## src/stp_pkg.sv

```systemverilog
package stp_pkg;

  // Instruction register width and codes
  localparam int unsigned IR_W = 4;
  localparam logic [3:0] IR_RESET_VAL = 4'h1;
  localparam logic [3:0] INS_BYPASS = 4'hf;
  localparam logic [3:0] INS_IDCODE = 4'h1;
  localparam logic [3:0] INS_EMUCFG = 4'h2;

  // Data register widths
  localparam int unsigned ID_W = 32;
  localparam int unsigned CFG_W = 4;

  // Arbitrary identification value
  localparam logic [31:0] ID_VAL = 32'h00000001;

  // Emulation configuration after reset: both event pins inputs
  localparam logic [3:0] CFG_RESET_VAL = 4'h0;

  // Standard sixteen-state test access port controller
  typedef enum logic [3:0] {
    ST_RESET  = 4'h0,
    ST_IDLE   = 4'h1,
    ST_SEL_DR = 4'h2,
    ST_CAP_DR = 4'h3,
    ST_SH_DR  = 4'h4,
    ST_EX1_DR = 4'h5,
    ST_PA_DR  = 4'h6,
    ST_EX2_DR = 4'h7,
    ST_UP_DR  = 4'h8,
    ST_SEL_IR = 4'h9,
    ST_CAP_IR = 4'ha,
    ST_SH_IR  = 4'hb,
    ST_EX1_IR = 4'hc,
    ST_PA_IR  = 4'hd,
    ST_EX2_IR = 4'he,
    ST_UP_IR  = 4'hf
  } stp_state_t;

  // Test port pins after synchronisation
  typedef struct packed {
    logic tck;
    logic tms;
    logic tdi;
    logic trst;
  } stp_pins_t;

endpackage

```

## src/stp_sync.sv

```systemverilog
`timescale 1ns/10ps
`default_nettype none

// Two-flop synchroniser bank for slow pins
module stp_sync #(
  parameter int unsigned W = 4
) (
  input wire logic sys_clk_i,
  input wire logic sys_rst_i,
  input wire logic [W-1:0] async_i,
  output logic [W-1:0] sync_o
);

  logic [W-1:0] meta_q;
  logic [W-1:0] meta_d;
  logic [W-1:0] sync_q;
  logic [W-1:0] sync_d;

  // First stage feeds only the second stage
  always_comb begin
    meta_d = async_i;
    sync_d = meta_q;
  end

  // Register both stages; reset to zero keeps scan in functional mode
  always_ff @(posedge sys_clk_i) begin
    if (sys_rst_i) begin
      meta_q <= '0;
      sync_q <= '0;
    end else begin
      meta_q <= meta_d;
      sync_q <= sync_d;
    end
  end

  assign sync_o = sync_q;

endmodule

`default_nettype wire

```

## src/stp_scan_port.sv

```systemverilog
`timescale 1ns/10ps
`default_nettype none

// Operation
// Test reset high gives scan control
// Test reset low ignores scan inputs
// Sample mode and data on rising test clock
// Change data output on falling test clock
// Data output floats unless shifting
// Event zero bidirectional, direction via scan
// Event one bidirectional, direction via scan
// Test reset low: event one is disable
// Disable needs reset 0, zero 1, one 0
// Disable floats every output driver
// Disable only for test, not sharing
// Timer, transmit data, frame also float
// Standard sixteen-state controller and registers
module stp_scan_port (
  input wire logic sys_clk_i,
  input wire logic sys_rst_i,
  input wire logic tck_i,
  input wire logic tms_i,
  input wire logic tdi_i,
  input wire logic trst_i,
  output logic tdo_o,
  output logic tdo_oe_n_o,
  input wire logic emulator_event_zero_i,
  output logic emulator_event_zero_o,
  output logic emulator_event_zero_oe_n_o,
  input wire logic emulator_event_one_or_disable_i,
  output logic emulator_event_one_or_disable_o,
  output logic emulator_event_one_or_disable_oe_n_o,
  input wire logic core_event_zero_i,
  input wire logic core_event_one_i,
  output logic emu_event_zero_o,
  output logic emu_event_one_o,
  output logic scan_control_o,
  output logic outputs_off_o,
  input wire logic timer_pulse_i,
  input wire logic ser_tx_data_i,
  input wire logic ser_tx_frame_i,
  input wire logic ser_tx_frame_oe_n_i,
  output logic timer_pulse_out_o,
  output logic timer_pulse_out_oe_n_o,
  output logic ser_tx_data_o,
  output logic ser_tx_data_oe_n_o,
  output logic ser_tx_frame_o,
  output logic ser_tx_frame_oe_n_o
);

  // Synchronised pins, including both emulator lines
  stp_pkg::stp_pins_t pins;
  logic [1:0] emu_s;
  logic [5:0] sync_out;

  stp_sync #(
    .W(6)
  ) u_sync (
    .sys_clk_i(sys_clk_i),
    .sys_rst_i(sys_rst_i),
    .async_i({emulator_event_one_or_disable_i, emulator_event_zero_i,
              tck_i, tms_i, tdi_i, trst_i}),
    .sync_o(sync_out)
  );

  assign pins = sync_out[3:0];
  assign emu_s = sync_out[5:4];

  // Controller, registers and edge tracking
  stp_pkg::stp_state_t st_q, st_d;
  logic tck_q, tck_d;
  logic [3:0] ir_q, ir_d;
  logic [3:0] ir_sh_q, ir_sh_d;
  logic [31:0] dr_sh_q, dr_sh_d;
  logic [3:0] cfg_q, cfg_d;
  logic tdo_q, tdo_d;
  logic tdo_en_q, tdo_en_d;
  logic rise, fall;
  logic shifting;
  logic off_cond;

  // Edges are found from the sampled test clock, so the test clock
  // must stay well below a quarter of the system clock rate
  assign rise = pins.tck & ~tck_q;
  assign fall = ~pins.tck & tck_q;
  assign shifting = (st_q == stp_pkg::ST_SH_DR) ||
                    (st_q == stp_pkg::ST_SH_IR);

  // Next-state logic of the scan engine
  always_comb begin
    st_d = st_q;
    tck_d = pins.tck;
    ir_d = ir_q;
    ir_sh_d = ir_sh_q;
    dr_sh_d = dr_sh_q;
    cfg_d = cfg_q;
    tdo_d = tdo_q;
    tdo_en_d = tdo_en_q;
    if (!pins.trst) begin
      // Functional mode: scan inputs ignored, engine held in reset
      st_d = stp_pkg::ST_RESET;
      ir_d = stp_pkg::IR_RESET_VAL;
      cfg_d = stp_pkg::CFG_RESET_VAL;
      tdo_en_d = 1'b0;
    end else if (rise) begin
      // Inputs are taken only on the rising test clock
      if (shifting) begin
        if (st_q == stp_pkg::ST_SH_IR) begin
          ir_sh_d = {pins.tdi, ir_sh_q[3:1]};
        end else if (ir_q == stp_pkg::INS_IDCODE) begin
          dr_sh_d = {pins.tdi, dr_sh_q[31:1]};
        end else if (ir_q == stp_pkg::INS_EMUCFG) begin
          dr_sh_d = {28'h0000000, pins.tdi, dr_sh_q[3:1]};
        end else begin
          dr_sh_d = {31'h00000000, pins.tdi};
        end
      end
      case (st_q)
        stp_pkg::ST_RESET: begin
          st_d = pins.tms ? stp_pkg::ST_RESET : stp_pkg::ST_IDLE;
          ir_d = stp_pkg::IR_RESET_VAL;
        end
        stp_pkg::ST_IDLE:
          st_d = pins.tms ? stp_pkg::ST_SEL_DR : stp_pkg::ST_IDLE;
        stp_pkg::ST_SEL_DR:
          st_d = pins.tms ? stp_pkg::ST_SEL_IR : stp_pkg::ST_CAP_DR;
        stp_pkg::ST_CAP_DR: begin
          st_d = pins.tms ? stp_pkg::ST_EX1_DR : stp_pkg::ST_SH_DR;
          if (ir_q == stp_pkg::INS_IDCODE) begin
            dr_sh_d = stp_pkg::ID_VAL;
          end else if (ir_q == stp_pkg::INS_EMUCFG) begin
            dr_sh_d = {28'h0000000, cfg_q};
          end else begin
            dr_sh_d = 32'h00000000;
          end
        end
        stp_pkg::ST_SH_DR:
          st_d = pins.tms ? stp_pkg::ST_EX1_DR : stp_pkg::ST_SH_DR;
        stp_pkg::ST_EX1_DR:
          st_d = pins.tms ? stp_pkg::ST_UP_DR : stp_pkg::ST_PA_DR;
        stp_pkg::ST_PA_DR:
          st_d = pins.tms ? stp_pkg::ST_EX2_DR : stp_pkg::ST_PA_DR;
        stp_pkg::ST_EX2_DR:
          st_d = pins.tms ? stp_pkg::ST_UP_DR : stp_pkg::ST_SH_DR;
        stp_pkg::ST_UP_DR: begin
          st_d = pins.tms ? stp_pkg::ST_SEL_DR : stp_pkg::ST_IDLE;
          if (ir_q == stp_pkg::INS_EMUCFG) begin
            cfg_d = dr_sh_q[3:0];
          end
        end
        stp_pkg::ST_SEL_IR:
          st_d = pins.tms ? stp_pkg::ST_RESET : stp_pkg::ST_CAP_IR;
        stp_pkg::ST_CAP_IR: begin
          st_d = pins.tms ? stp_pkg::ST_EX1_IR : stp_pkg::ST_SH_IR;
          ir_sh_d = stp_pkg::IR_RESET_VAL;
        end
        stp_pkg::ST_SH_IR:
          st_d = pins.tms ? stp_pkg::ST_EX1_IR : stp_pkg::ST_SH_IR;
        stp_pkg::ST_EX1_IR:
          st_d = pins.tms ? stp_pkg::ST_UP_IR : stp_pkg::ST_PA_IR;
        stp_pkg::ST_PA_IR:
          st_d = pins.tms ? stp_pkg::ST_EX2_IR : stp_pkg::ST_PA_IR;
        stp_pkg::ST_EX2_IR:
          st_d = pins.tms ? stp_pkg::ST_UP_IR : stp_pkg::ST_SH_IR;
        stp_pkg::ST_UP_IR: begin
          st_d = pins.tms ? stp_pkg::ST_SEL_DR : stp_pkg::ST_IDLE;
          ir_d = ir_sh_q;
        end
        default:
          st_d = stp_pkg::ST_RESET;
      endcase
    end else if (fall) begin
      // Output changes only on the falling test clock
      tdo_en_d = shifting;
      if (st_q == stp_pkg::ST_SH_IR) begin
        tdo_d = ir_sh_q[0];
      end else begin
        tdo_d = dr_sh_q[0];
      end
    end
  end

  // Register the scan engine
  always_ff @(posedge sys_clk_i) begin
    if (sys_rst_i) begin
      st_q <= stp_pkg::ST_RESET;
      tck_q <= 1'b0;
      ir_q <= stp_pkg::IR_RESET_VAL;
      ir_sh_q <= stp_pkg::IR_RESET_VAL;
      dr_sh_q <= 32'h00000000;
      cfg_q <= stp_pkg::CFG_RESET_VAL;
      tdo_q <= 1'b0;
      tdo_en_q <= 1'b0;
    end else begin
      st_q <= st_d;
      tck_q <= tck_d;
      ir_q <= ir_d;
      ir_sh_q <= ir_sh_d;
      dr_sh_q <= dr_sh_d;
      cfg_q <= cfg_d;
      tdo_q <= tdo_d;
      tdo_en_q <= tdo_en_d;
    end
  end

  // Disable condition: reset low, event zero high, event one low.
  // Meant for test only; bus sharing must not lean on it.
  assign off_cond = ~pins.trst & emu_s[0] & ~emu_s[1];

  // Scan control status toward the core
  assign scan_control_o = pins.trst;
  assign outputs_off_o = off_cond;

  // Test data pin, floats when not shifting or when disabled
  assign tdo_o = tdo_q;
  assign tdo_oe_n_o = ~(tdo_en_q & pins.trst) | off_cond;

  // Emulator event lines: cfg bit 0/1 set pin direction (1 = drive),
  // bits 2/3 are the driven level merged with core events
  assign emulator_event_zero_o = cfg_q[2] | core_event_zero_i;
  assign emulator_event_zero_oe_n_o = ~(pins.trst & cfg_q[0]);
  assign emulator_event_one_or_disable_o = cfg_q[3] | core_event_one_i;
  // Low reset turns event one into the disable input
  assign emulator_event_one_or_disable_oe_n_o =
    ~(pins.trst & cfg_q[1]);
  assign emu_event_zero_o = pins.trst & ~cfg_q[0] & emu_s[0];
  assign emu_event_one_o = pins.trst & ~cfg_q[1] & emu_s[1];

  // Peripheral outputs float under the disable condition
  assign timer_pulse_out_o = timer_pulse_i;
  assign timer_pulse_out_oe_n_o = off_cond;
  assign ser_tx_data_o = ser_tx_data_i;
  assign ser_tx_data_oe_n_o = off_cond;
  assign ser_tx_frame_o = ser_tx_frame_i;
  assign ser_tx_frame_oe_n_o = ser_tx_frame_oe_n_i | off_cond;

endmodule

`default_nettype wire

```

## config.mk

```make
export PLATFORM = sky130hd
export DESIGN_NAME = stp_scan_port
export DESIGN_NICKNAME = d
export VERILOG_FILES = /design/src/stp_pkg.sv /design/src/stp_sync.sv /design/src/stp_scan_port.sv
export SDC_FILE = /design/constraint.sdc
export NUM_CORES = 1
export LEC_CHECK = 0
export BUFFER_PORTS_ARGS = -buffer_cell sky130_fd_sc_hd__buf_2
export CAP_MARGIN = 30
export CORE_UTILIZATION = 58
export CTS_CLUSTER_DIAMETER = 60
export CTS_CLUSTER_SIZE = 25
export DETAILED_ROUTE_END_ITERATION = 16
export PLACE_DENSITY_LB_ADDON = 0.15
export SETUP_SLACK_MARGIN = 0.3
export SLEW_MARGIN = 40
export SYNTH_ARGS = -nofsm -noshare
export SYNTH_HDL_FRONTEND = slang
export SYNTH_SLANG_ARGS = --single-unit
```

## constraint.sdc

```tcl
create_clock -name sys_clk_i -period 2.3 [get_ports sys_clk_i]
set_clock_uncertainty 0.2 [all_clocks]
set_input_delay 0.46 -clock sys_clk_i [delete_from_list [all_inputs] [get_ports sys_clk_i]]
set_output_delay 0.46 -clock sys_clk_i [all_outputs]
set_load 0.05 [all_outputs]
```

==> results by group, run 1 <==
Status
  – Status: finished, final reports clean

Synth
  – Async SR Flop Fraction: 0%
  – Post-Synth XOR/XNOR Area: 0.610%
  – Sequential cell area fraction in the yosys report: 43.9%
  – Largest family of logic cells by synthesized area: simple AND/OR/NAND/NOR gates
  – Adder-cell share of the synthesized area: 0%
  – Synthesis warning total: 0
  – Mux share of post-synthesis cell area: 1.79%
  – Simple-gate portion of the synthesized area: 26.9%
  – Syn Inst Count: 319
  – Net count after synthesis: 333
  – Post-synthesis cell area: 2870 µm²
  – FF+latch count, synth: 63
  – Synth Area in Compound Gates: 19.5%
  – Post-synth EDFFs: 0
  – Yosys cell types: 54
  – Ys flop type: dfxtp_1
  – Avg Inst Size Synth: 9.01 µm²

Timing
  – RSZ-0062 raised after global routing: no
  – Final min period: 1930 ps
  – Final Hold Fails: 0
  – Final Slew Violations: 0
  – Count of final setup violators: 0
  – Final WS setup: 375 ps
  – Setup TNS: 0 ps
  – Peak Freq: 519 MHz
  – Slew of the pin with the lowest slew margin: 566 ps
  – Rel. slew slack: 62.3%
  – Tcrit/Tclk final: 83.7%

Critical path
  – WS Path Type: reg -> out
  – Worst setup EP type: primary output
  – Reg2Reg Depth: 5
  – Slowest CP cell: dfxtp_4
  – Startpoint types: register
  – Crit-path max cell delay: 370 ps
  – Crit-path max FO: 7
  – Crit path required time: 1640 ps
  – CP cell instances: nor3b_4 > or2_4 > buf_4
  – Worst Path Arrival: 1270 ps

Route
  – WL/cell: 13.8 µm
  – Drt first pass iters: 5
  – DR vias: 2,250
  – DRC viols: 0
  – Detail-routed via count per cell: 5.57
  – DRT iter0 DRCs: 222
  – Final ANT Viol Nets: 0
  – Drt total wl: 5.57 mm

Global routing
  – Met2 Use GR: 32.9%
  – Met3 Track Usage GR: 5.42%
  – Busiest grt layer: met1
  – Total track usage: 22.9%
  – First-pass GRT wire length: 9.26 mm
  – Met1 Use GR: 33.1%
  – Remaining Overflow, GRT: 0
  – Largest net degree at the start of global routing: 52
  – Vias in the first global route: 1,968
  – Initial antenna violation count: 0

Floorplan
  – Die area: 5240 µm²
  – Die X: 72.4 µm
  – I/O pin total: 30
  – Core Rows: 25
  – CORE AREA: 4750 µm²
  – Initial Utilization: 60.4%
  – Die span in y: 72.4 µm

Finish
  – NumNets Final: 346
  – Proportion of layout cells with a drive suffix above 1: 25.8%
  – Final core occ: 66.7%
  – Area grow syn2layout: 10.3%
  – Cell area after layout: 3170 µm²
  – N_diodes: 0

Worst hold path
  – HP Class: in -> reg
  – WHS Path Cells: 2

Clock tree
  – Worst skew pair latency: 340 ps
  – Hold buffers post-CTS: 0
  – H-tree Lvls: 3
  – Worst-path clk slew: 70 ps
  – CTS Buffer Depth: 2
  – CTS Buf Count: 9
  – Clock sink count: 63
  – CTS tree: built
  – Cell at the root of the clock tree: clkbuf_8

Pwr
  – Maximum vdd drop: 0.612 mV
  – Leak: 0.00115 µW
  – Power Density: 676 nW/µm²

Job
  – Maxcap violations: 0

Place
  – Area post-placement: 2960 µm²
  – IO buf count: 23
  – DPL Wire Length: 3.53 mm
  – RD Place Congestion: 0.804
  – Placement Setup Slack: 399 ps
==> cell usage after synthesis (2+ instances only) <==
master	count	area, µm²
nand3_1	24	120
a211o_1	2	17.5
a31oi_1	4	25.0
dfxtp_1	63	1260
a22oi_1	2	15.0
nand3_2	9	90.1
nor2b_1	18	113
a21oi_2	10	87.6
and2b_1	2	15.0
buf_2	10	50.1
o21ai_0	3	15.0
a22o_1	3	26.3
nand2_1	43	161
buf_4	7	52.6
a311oi_1	2	17.5
nand3b_1	2	15.0
a211oi_1	2	15.0
nand2b_1	3	18.8
a32o_1	2	20.0
o21ai_2	2	17.5
and3b_1	2	17.5
buf_6	3	33.8
and3_1	4	25.0
or2_2	3	18.8
nor3_1	5	25.0
o211a_1	2	20.0
a21oi_1	30	150
inv_1	4	15.0
o311ai_0	2	17.5
nor2_1	16	60.1
clkbuf_1	9	33.8
mux2i_1	4	40.0
==> routing by layer <==
metal  wire length, µm  share of wire [%]
met1              2820                 51
met2              2400                 43
met3               258                4.6
met4                89                1.6
met5                 0                  0
==> cell usage in the layout, fill, tap and decap left out, types with 5 or more instances in the layout <==
| cell | n |
|---|---|
| a21oi_1 | 30 |
| a21oi_2 | 10 |
| buf_2 | 22 |
| buf_4 | 10 |
| clkbuf_8 | 9 |
| dfxtp_1 | 61 |
| nand2_1 | 43 |
| nand3_1 | 24 |
| nand3_2 | 9 |
| nor2_1 | 14 |
| nor2b_1 | 18 |
| nor3_1 | 5 |
==> registers in the layout (all words and copies together), names as in the netlist <==
signal,cells
ir_q,4
u_sync.sync_o,6
tck_q,1
dr_sh_q,32
cfg_q,4
u_sync.meta_q,6
tdo_o,1
st_q,4
ir_sh_q,4
tdo_en_q,1
==> worst paths after layout <==
path                    endpoint                       startpoint  slack [ps]
min reg2reg     u_sync.sync_o[0]                 u_sync.meta_q[0]         240
min             u_sync.meta_q[5]  emulator_event_one_or_disable_i         130
max          ser_tx_frame_oe_n_o                 u_sync.sync_o[0]         370
max reg2reg          dr_sh_q[31]                          st_q[3]         430
==> per-stage QoR <==
step	hold WS [ps]	power, µW	cells
3_3_place_gp	218	1220	387
4_1_cts	123	2160	403
5_1_grt	129	2220	404
2_1_floorplan	212	1210	319
3_5_place_dp	225	1220	387
6_report	132	2140	404
==> logic make-up (layout without fill, tap and decap cells) <==
family	count (synthesis)	count (layout)
compound gates	75	75
xor+xnor	2	2
buf+inv	35	53
flops	63	63
mux	5	5
simple gates	139	139
==> layout make-up <==
cell class,count,area (µm²)
clock buffers,9,124
clock inverters,7,70.1
fillers,401,1590
inverters,5,18.8
multi-input cells,221,1420
flip-flops and latches,63,1270
well taps,67,83.8
repair buffers,32,185
==> critical path, delay by kind of cell, from the launching register on <==
kind	cells	cell delay [ps]
and+or+nand+nor	2	380
DFF	1	370
buffers and inverters	1	180
==> what timing repair did <==
action,CTS,global route
pin swaps,0,1
endpoints found under the setup margin,1,16
gates cloned,0,0
buffers inserted,0,1
resized for setup,1,1
==> power breakdown <==
group	internal, µW	leakage, µW	switching [µW]
combinational	29.0	0.000538	56.3
sequential	1100	0.000511	7.66
clock	500	0.0000960	450
total	1630	0.00115	514
No activity file was read; power rests on OpenSTA's default activity.
==> run 2: changes to the inputs <==
Clock period 2.3 ns to 1.9 ns, I/O delays scaled along.
==> run 2 against run 1 <==
  * Global-route usage increased by 8.9 points
  * Sequential share of layout area decreased by 9.2 points
  * Sequential power increased by 21%
  * Flip-flop and latch count unchanged
  * First-iteration DRC count increased by 67%
  * Routed wire length increased by 74%
  * Critical endpoint is now outputs_off_o
==> results by group, run 2 (synthesized netlist as in run 1, its figures left out) <==
Finish
  – NumNets Final: 393 (+14%)
  – Max FFs per register: 32 (unchanged)
  – Largest reg by FF count: dr_sh_q
  – Fin cells: 451 (+12%)
  – Cell area after layout: 4170 µm² (+31%)
  – N_diodes: 0 (unchanged)
  – Commonest non-fill, non-tap cell in the layout: dfxtp_1
  – Area grow syn2layout: 45.0%
  – Most frequent cells in the layout: dfxtp_1, nand2_1, nand3_2
  – Proportion of layout cells with a drive suffix above 1: 52.6% (+27 points)

Floorplan
  – Die X: 72.4 µm (unchanged)
  – Core Rows: 25 (unchanged)
  – I/O pin total: 30 (unchanged)
  – Initial Utilization: 60.4% (unchanged)
  – CORE AREA: 4750 µm² (unchanged)
  – Die area: 5240 µm² (unchanged)
  – Die span in y: 72.4 µm (unchanged)

Pwr
  – Maximum vdd drop: 0.704 mV (+15%)
  – Pwr Total: 2580 µW (+20%)
  – Power Density: 619 nW/µm² (-8.5%)
  – Leak: 0.00155 µW (+35%)

Route
  – DR vias: 2,881 (+28%)
  – Drt first pass iters: 5 (unchanged)
  – Final ANT Viol Nets: 0 (unchanged)
  – WL/cell: 21.4 µm (+56%)
  – Drt total wl: 9.67 mm (+74%)
  – DRC viols: 0 (unchanged)
  – DRT iter0 DRCs: 370 (+67%)
  – Detail-routed via count per cell: 6.39 (+15%)

Clock tree
  – Worst skew pair latency: 360 ps (+20 ps)
  – Clock sink count: 63 (unchanged)
  – Cell at the root of the clock tree: clkbuf_8
  – CTS Buffer Depth: 2 (unchanged)
  – Worst-path clk slew: 70 ps (about the same)
  – CTS tree: built
  – H-tree Lvls: 3 (unchanged)
  – Hold buffers post-CTS: 0 (unchanged)
  – CTS Buf Count: 9 (unchanged)

Place
  – Cells after DPL: 390 (+0.78%)
  – IO buf count: 23 (unchanged)
  – DPL Wire Length: 3.64 mm (+3.2%)
  – Area post-placement: 3020 µm² (+1.9%)
  – RD Place Congestion: 0.783 (-2.6%)

Timing
  – Tcrit/Tclk final: 99.8%
  – Count of final setup violators: 0 (unchanged)
  – Rel. slew slack: 65.6% (+3.3 points)
  – Peak Freq: 527 MHz
  – Final Slew Violations: 0 (unchanged)
  – RSZ-0062 raised after global routing: yes
  – Slew of the pin with the lowest slew margin: 510 ps (-55.8 ps)
  – Minimum hold slack: 31.0 ps (-101 ps)
  – Final Hold Fails: 0 (unchanged)
  – Final min period: 1900 ps

Critical path
  – Worst setup EP type: primary output
  – Crit path required time: 1320 ps (-320 ps)
  – WS Path Type: reg -> out
  – Startpoint types: register
  – Crit-path max FO: 4 (-3)
  – R2r setup slk: 100 ps (-330 ps)
  – Worst Path Arrival: 1320 ps (+50 ps)

Job
  – Maxcap violations: 0 (unchanged)

Status
  – Status: finished, final reports clean

Global routing
  – Initial antenna violation count: 0 (unchanged)
  – Largest net degree at the start of global routing: 33 (-37%)
  – Busiest grt layer: met2
  – Remaining Overflow, GRT: 0 (unchanged)
  – Vias in the first global route: 2,591 (+32%)
  – Met3 Track Usage GR: 5.28% (-0.14 points)
  – First-pass GRT wire length: 12.6 mm (+36%)
  – Met2 Use GR: 48.6% (+16 points)
  – Met1 Use GR: 42.0% (+8.9 points)
  – Total track usage: 31.8% (+8.9 points)

Worst hold path
  – HP Class: in -> reg
-- run 2: cell types whose count changed in the layout (fill, tap and decap cells not counted), sizes merged, moves of 2 or more --
cell / change
o2111a: +2
buf: +44
inv: -3
clkbuf: +3
-- run 2: final timing paths --
kind | from | to | cells past startpoint
setup / recovery | u_sync.sync_o[5] | outputs_off_o | 3
hold reg to reg | u_sync.meta_q[0] | u_sync.sync_o[0] | 1
setup reg to reg | st_q[0] | dr_sh_q[0] | 5
hold / removal | emulator_event_zero_i | u_sync.meta_q[4] | 2
-- run 2: layout make-up --
class | instances | area, µm²
Multi-Input combinational cell | 223 | 1770
Sequential cell | 63 | 1280
Clock buffer | 12 | 145
Inverter | 5 | 22.5
Timing Repair Buffer | 77 | 837
Tap cell | 67 | 83.8
Fill cell | 201 | 588
Clock inverter | 4 | 22.5
-- run 2: critical path: stages, from the launching register on --
cell and delay, ps:
dfxtp_1 340, nor3b_4 300, buf_4 180, buf_8 140
-- run 2: layer usage --
layer | wire length, µm | share of wire, %
met1 | 3800 | 39
met2 | 4610 | 48
met3 | 679 | 7.0
met4 | 580 | 6.0
met5 | 0 | 0
-- run 2: stage by stage --
stage                     TNS [ps]  setup slack [ps]  utilization (%)
after floorplan               -355              -132                -
final                            0              3.41             87.6
after global routing         -22.2             -12.4             87.6
after detailed placement         0              97.9             63.5
after CTS                        0              46.0             81.2
after global placement           0               140             63.5
-- run 2: where the power goes --
| part | total (µW) | internal (µW) | switching (µW) |
|---|---|---|---|
| Sequential | 1340 | 1330 | 11.4 |
| Combinational | 163 | 70.3 | 92.6 |
| Clock | 1080 | 504 | 572 |
| Total | 2580 | 1900 | 676 |
-- run 2: repair_timing --
item                       4_1_cts  5_1_grt
gates cloned                     5        0
buffers inserted                27       13
pin swaps                       71       18
setup endpoints to repair       60       60
hold endpoints to repair         0        0
gates resized for setup         99       52
==> run 3: changes to the inputs <==
Settings changed: CORE_UTILIZATION 58 to 50.
==> run 3 against run 2 <==
  * Flip-flop and latch count unchanged
  * Hold slack improved by 19 ps
  * Routed wire length is 0.74% higher
  * Clock power up 12%
  * Setup slack improved by 55 ps
  * Die area rose by 16%
  * Core utilization down 6.2 points
==> results by group, run 3 (synthesized netlist as in run 1, its figures left out) <==
Timing
  – Peak Freq: 543 MHz (+3.0%)
  – Rel. slew slack: 73.6% (+8.1 points)
  – Slew of the pin with the lowest slew margin: 395 ps (-115 ps)
  – Tcrit/Tclk final: 96.9% (-2.9 points)
  – Count of final setup violators: 0 (unchanged)
  – Final min period: 1840 ps (-54.8 ps)
  – RSZ-0062 raised after global routing: yes
  – Final Hold Fails: 0 (unchanged)
  – Final Slew Violations: 0 (unchanged)

Global routing
  – Vias in the first global route: 2,704 (+4.4%)
  – First-pass GRT wire length: 14.0 mm (+12%)
  – Remaining Overflow, GRT: 0 (unchanged)
  – Initial antenna violation count: 0 (unchanged)
  – Total track usage: 30.7% (-1.1 points)
  – Largest net degree at the start of global routing: 52 (+58%)

Place
  – DPL Wire Length: 3.57 mm (-2.0%)
  – IO buf count: 23 (unchanged)
  – Cells after DPL: 395 (+1.3%)
  – RD Place Congestion: 0.846 (+8.1%)

Finish
  – Commonest non-fill, non-tap cell in the layout: dfxtp_1
  – Area grow syn2layout: 56.0%
  – # fillers: 261 (+30%)
  – Most frequent cells in the layout: dfxtp_1, buf_4, a21oi_2
  – Proportion of layout cells with a drive suffix above 1: 57.3% (+4.7 points)
  – Fin cells: 463 (+2.7%)
  – NumNets Final: 401 (+2.0%)
  – Max FFs per register: 32 (unchanged)
  – N_diodes: 0 (unchanged)
  – Largest reg by FF count: dr_sh_q

Critical path
  – Worst Path Arrival: 1900 ps (+580 ps)
  – Crit-path max FO: 6 (+2)
  – Startpoint types: register
  – WS Path Type: reg -> reg
  – R2r setup slk: 60 ps (-40 ps)
  – Worst setup EP type: register
  – Crit path required time: 1960 ps (+640 ps)

Route
  – Final ANT Viol Nets: 0 (unchanged)
  – DR vias: 2,861 (-0.69%)
  – DRT iter0 DRCs: 304 (-18%)
  – Detail-routed via count per cell: 6.18 (-3.3%)
  – Drt first pass iters: 5 (unchanged)
  – Drt total wl: 9.74 mm (+0.74%)
  – DRC viols: 0 (unchanged)
  – WL/cell: 21.0 µm (-1.9%)

Floorplan
  – Die span in y: 77.8 µm (+7.5%)
  – I/O pin total: 30 (unchanged)
  – Die X: 77.8 µm (+7.5%)
  – Core Rows: 27 (+8.0%)
  – CORE AREA: 5510 µm² (+16%)
  – Die area: 6050 µm² (+16%)
  – Initial Utilization: 52.2% (-8.3 points)

Clock tree
  – CTS Buffer Depth: 2 (unchanged)
  – Cell at the root of the clock tree: clkbuf_8
  – Clock sink count: 63 (unchanged)
  – H-tree Lvls: 3 (unchanged)
  – Worst-path clk slew: 70 ps (about the same)
  – Worst skew pair latency: 330 ps (-30 ps)
  – Hold buffers post-CTS: 0 (unchanged)
  – CTS Buf Count: 9 (unchanged)
  – CTS tree: built

Pwr
  – Maximum vdd drop: 0.491 mV (-30%)
  – Pwr Total: 2690 µW (+4.2%)
  – Power Density: 600 nW/µm² (-3.1%)
  – Leak: 0.00164 µW (+5.8%)

Status
  – Status: finished, final reports clean

Worst hold path
  – HP Class: in -> reg

Job
  – Maxcap violations: 0 (unchanged)
[run 3: changes by cell type in the layout (fill, tap and decap cells not counted), sizes merged]
| cell | before | now |
|---|---|---|
| clkinv | 3 | 1 |
| clkbuf | 12 | 15 |
| bufbuf | 1 | 0 |
| bufinv | 0 | 1 |
| buf | 76 | 82 |
[run 3: final timing paths]
check        cells after the start                to             start
max                              7       dr_sh_q[26]           st_q[1]
min reg2reg                      1  u_sync.sync_o[3]  u_sync.meta_q[3]
max reg2reg                      7       dr_sh_q[26]           st_q[1]
min                              2  u_sync.meta_q[1]             tdi_i
[run 3: stage by stage]
step | worst slack (ps) | utilization [%] | hold WS (ps) | cell area (µm²) | setup TNS (ps)
after floorplan | -132 | - | 212 | 2930 | -355
after global placement | 188 | 55.4 | 216 | 3050 | 0
after detailed placement | 122 | 55.4 | 224 | 3050 | 0
after CTS | 71.3 | 75.6 | 47.7 | 4160 | 0
after global routing | 25.9 | 81.4 | 46.6 | 4480 | 0
final | 58.2 | 81.4 | 50.2 | 4480 | 0
[run 3: layer usage]
metal / global-route usage (%) / up-vias / routed length, µm
met2: 49.7 / 184 / 4670
met4: 18.1 / 0 / 514
li1: - / 1270 / -
met3: 6.47 / 58 / 722
met5: 1.82 / - / 0
met1: 37.2 / 1349 / 3840
[run 3: layout make-up]
class                      count  area, µm²  area share (%)
tap                           72       90.1            2.01
inverter                       5       22.5           0.503
multi-input combinational    223       1930            43.0
clock buffer                  12        155            3.46
timing repair buffer          85        960            21.4
clock inverter                 3       42.5           0.949
sequential                    63       1280            28.6
[run 3: repair_timing]
action,CTS,global route
endpoints found under the setup margin,56,62
resized for setup,108,65
pin swaps,58,32
gates cloned,7,1
buffers inserted,37,8
[run 3: worst max-delay path, cell delays in order (launching register included)]
cell       delay (ps)
dfxtp_4           360
and3b_2           240
o2111ai_4         320
buf_12            160
buf_12            100
buf_12            130
nand2_1            80
a21oi_2           180
[run 3: power by group]
part	total (µW)	internal, µW	switching [µW]
combinational	141	56.0	85.4
sequential	1340	1330	9.58
clock	1210	670	538
total	2690	2050	633
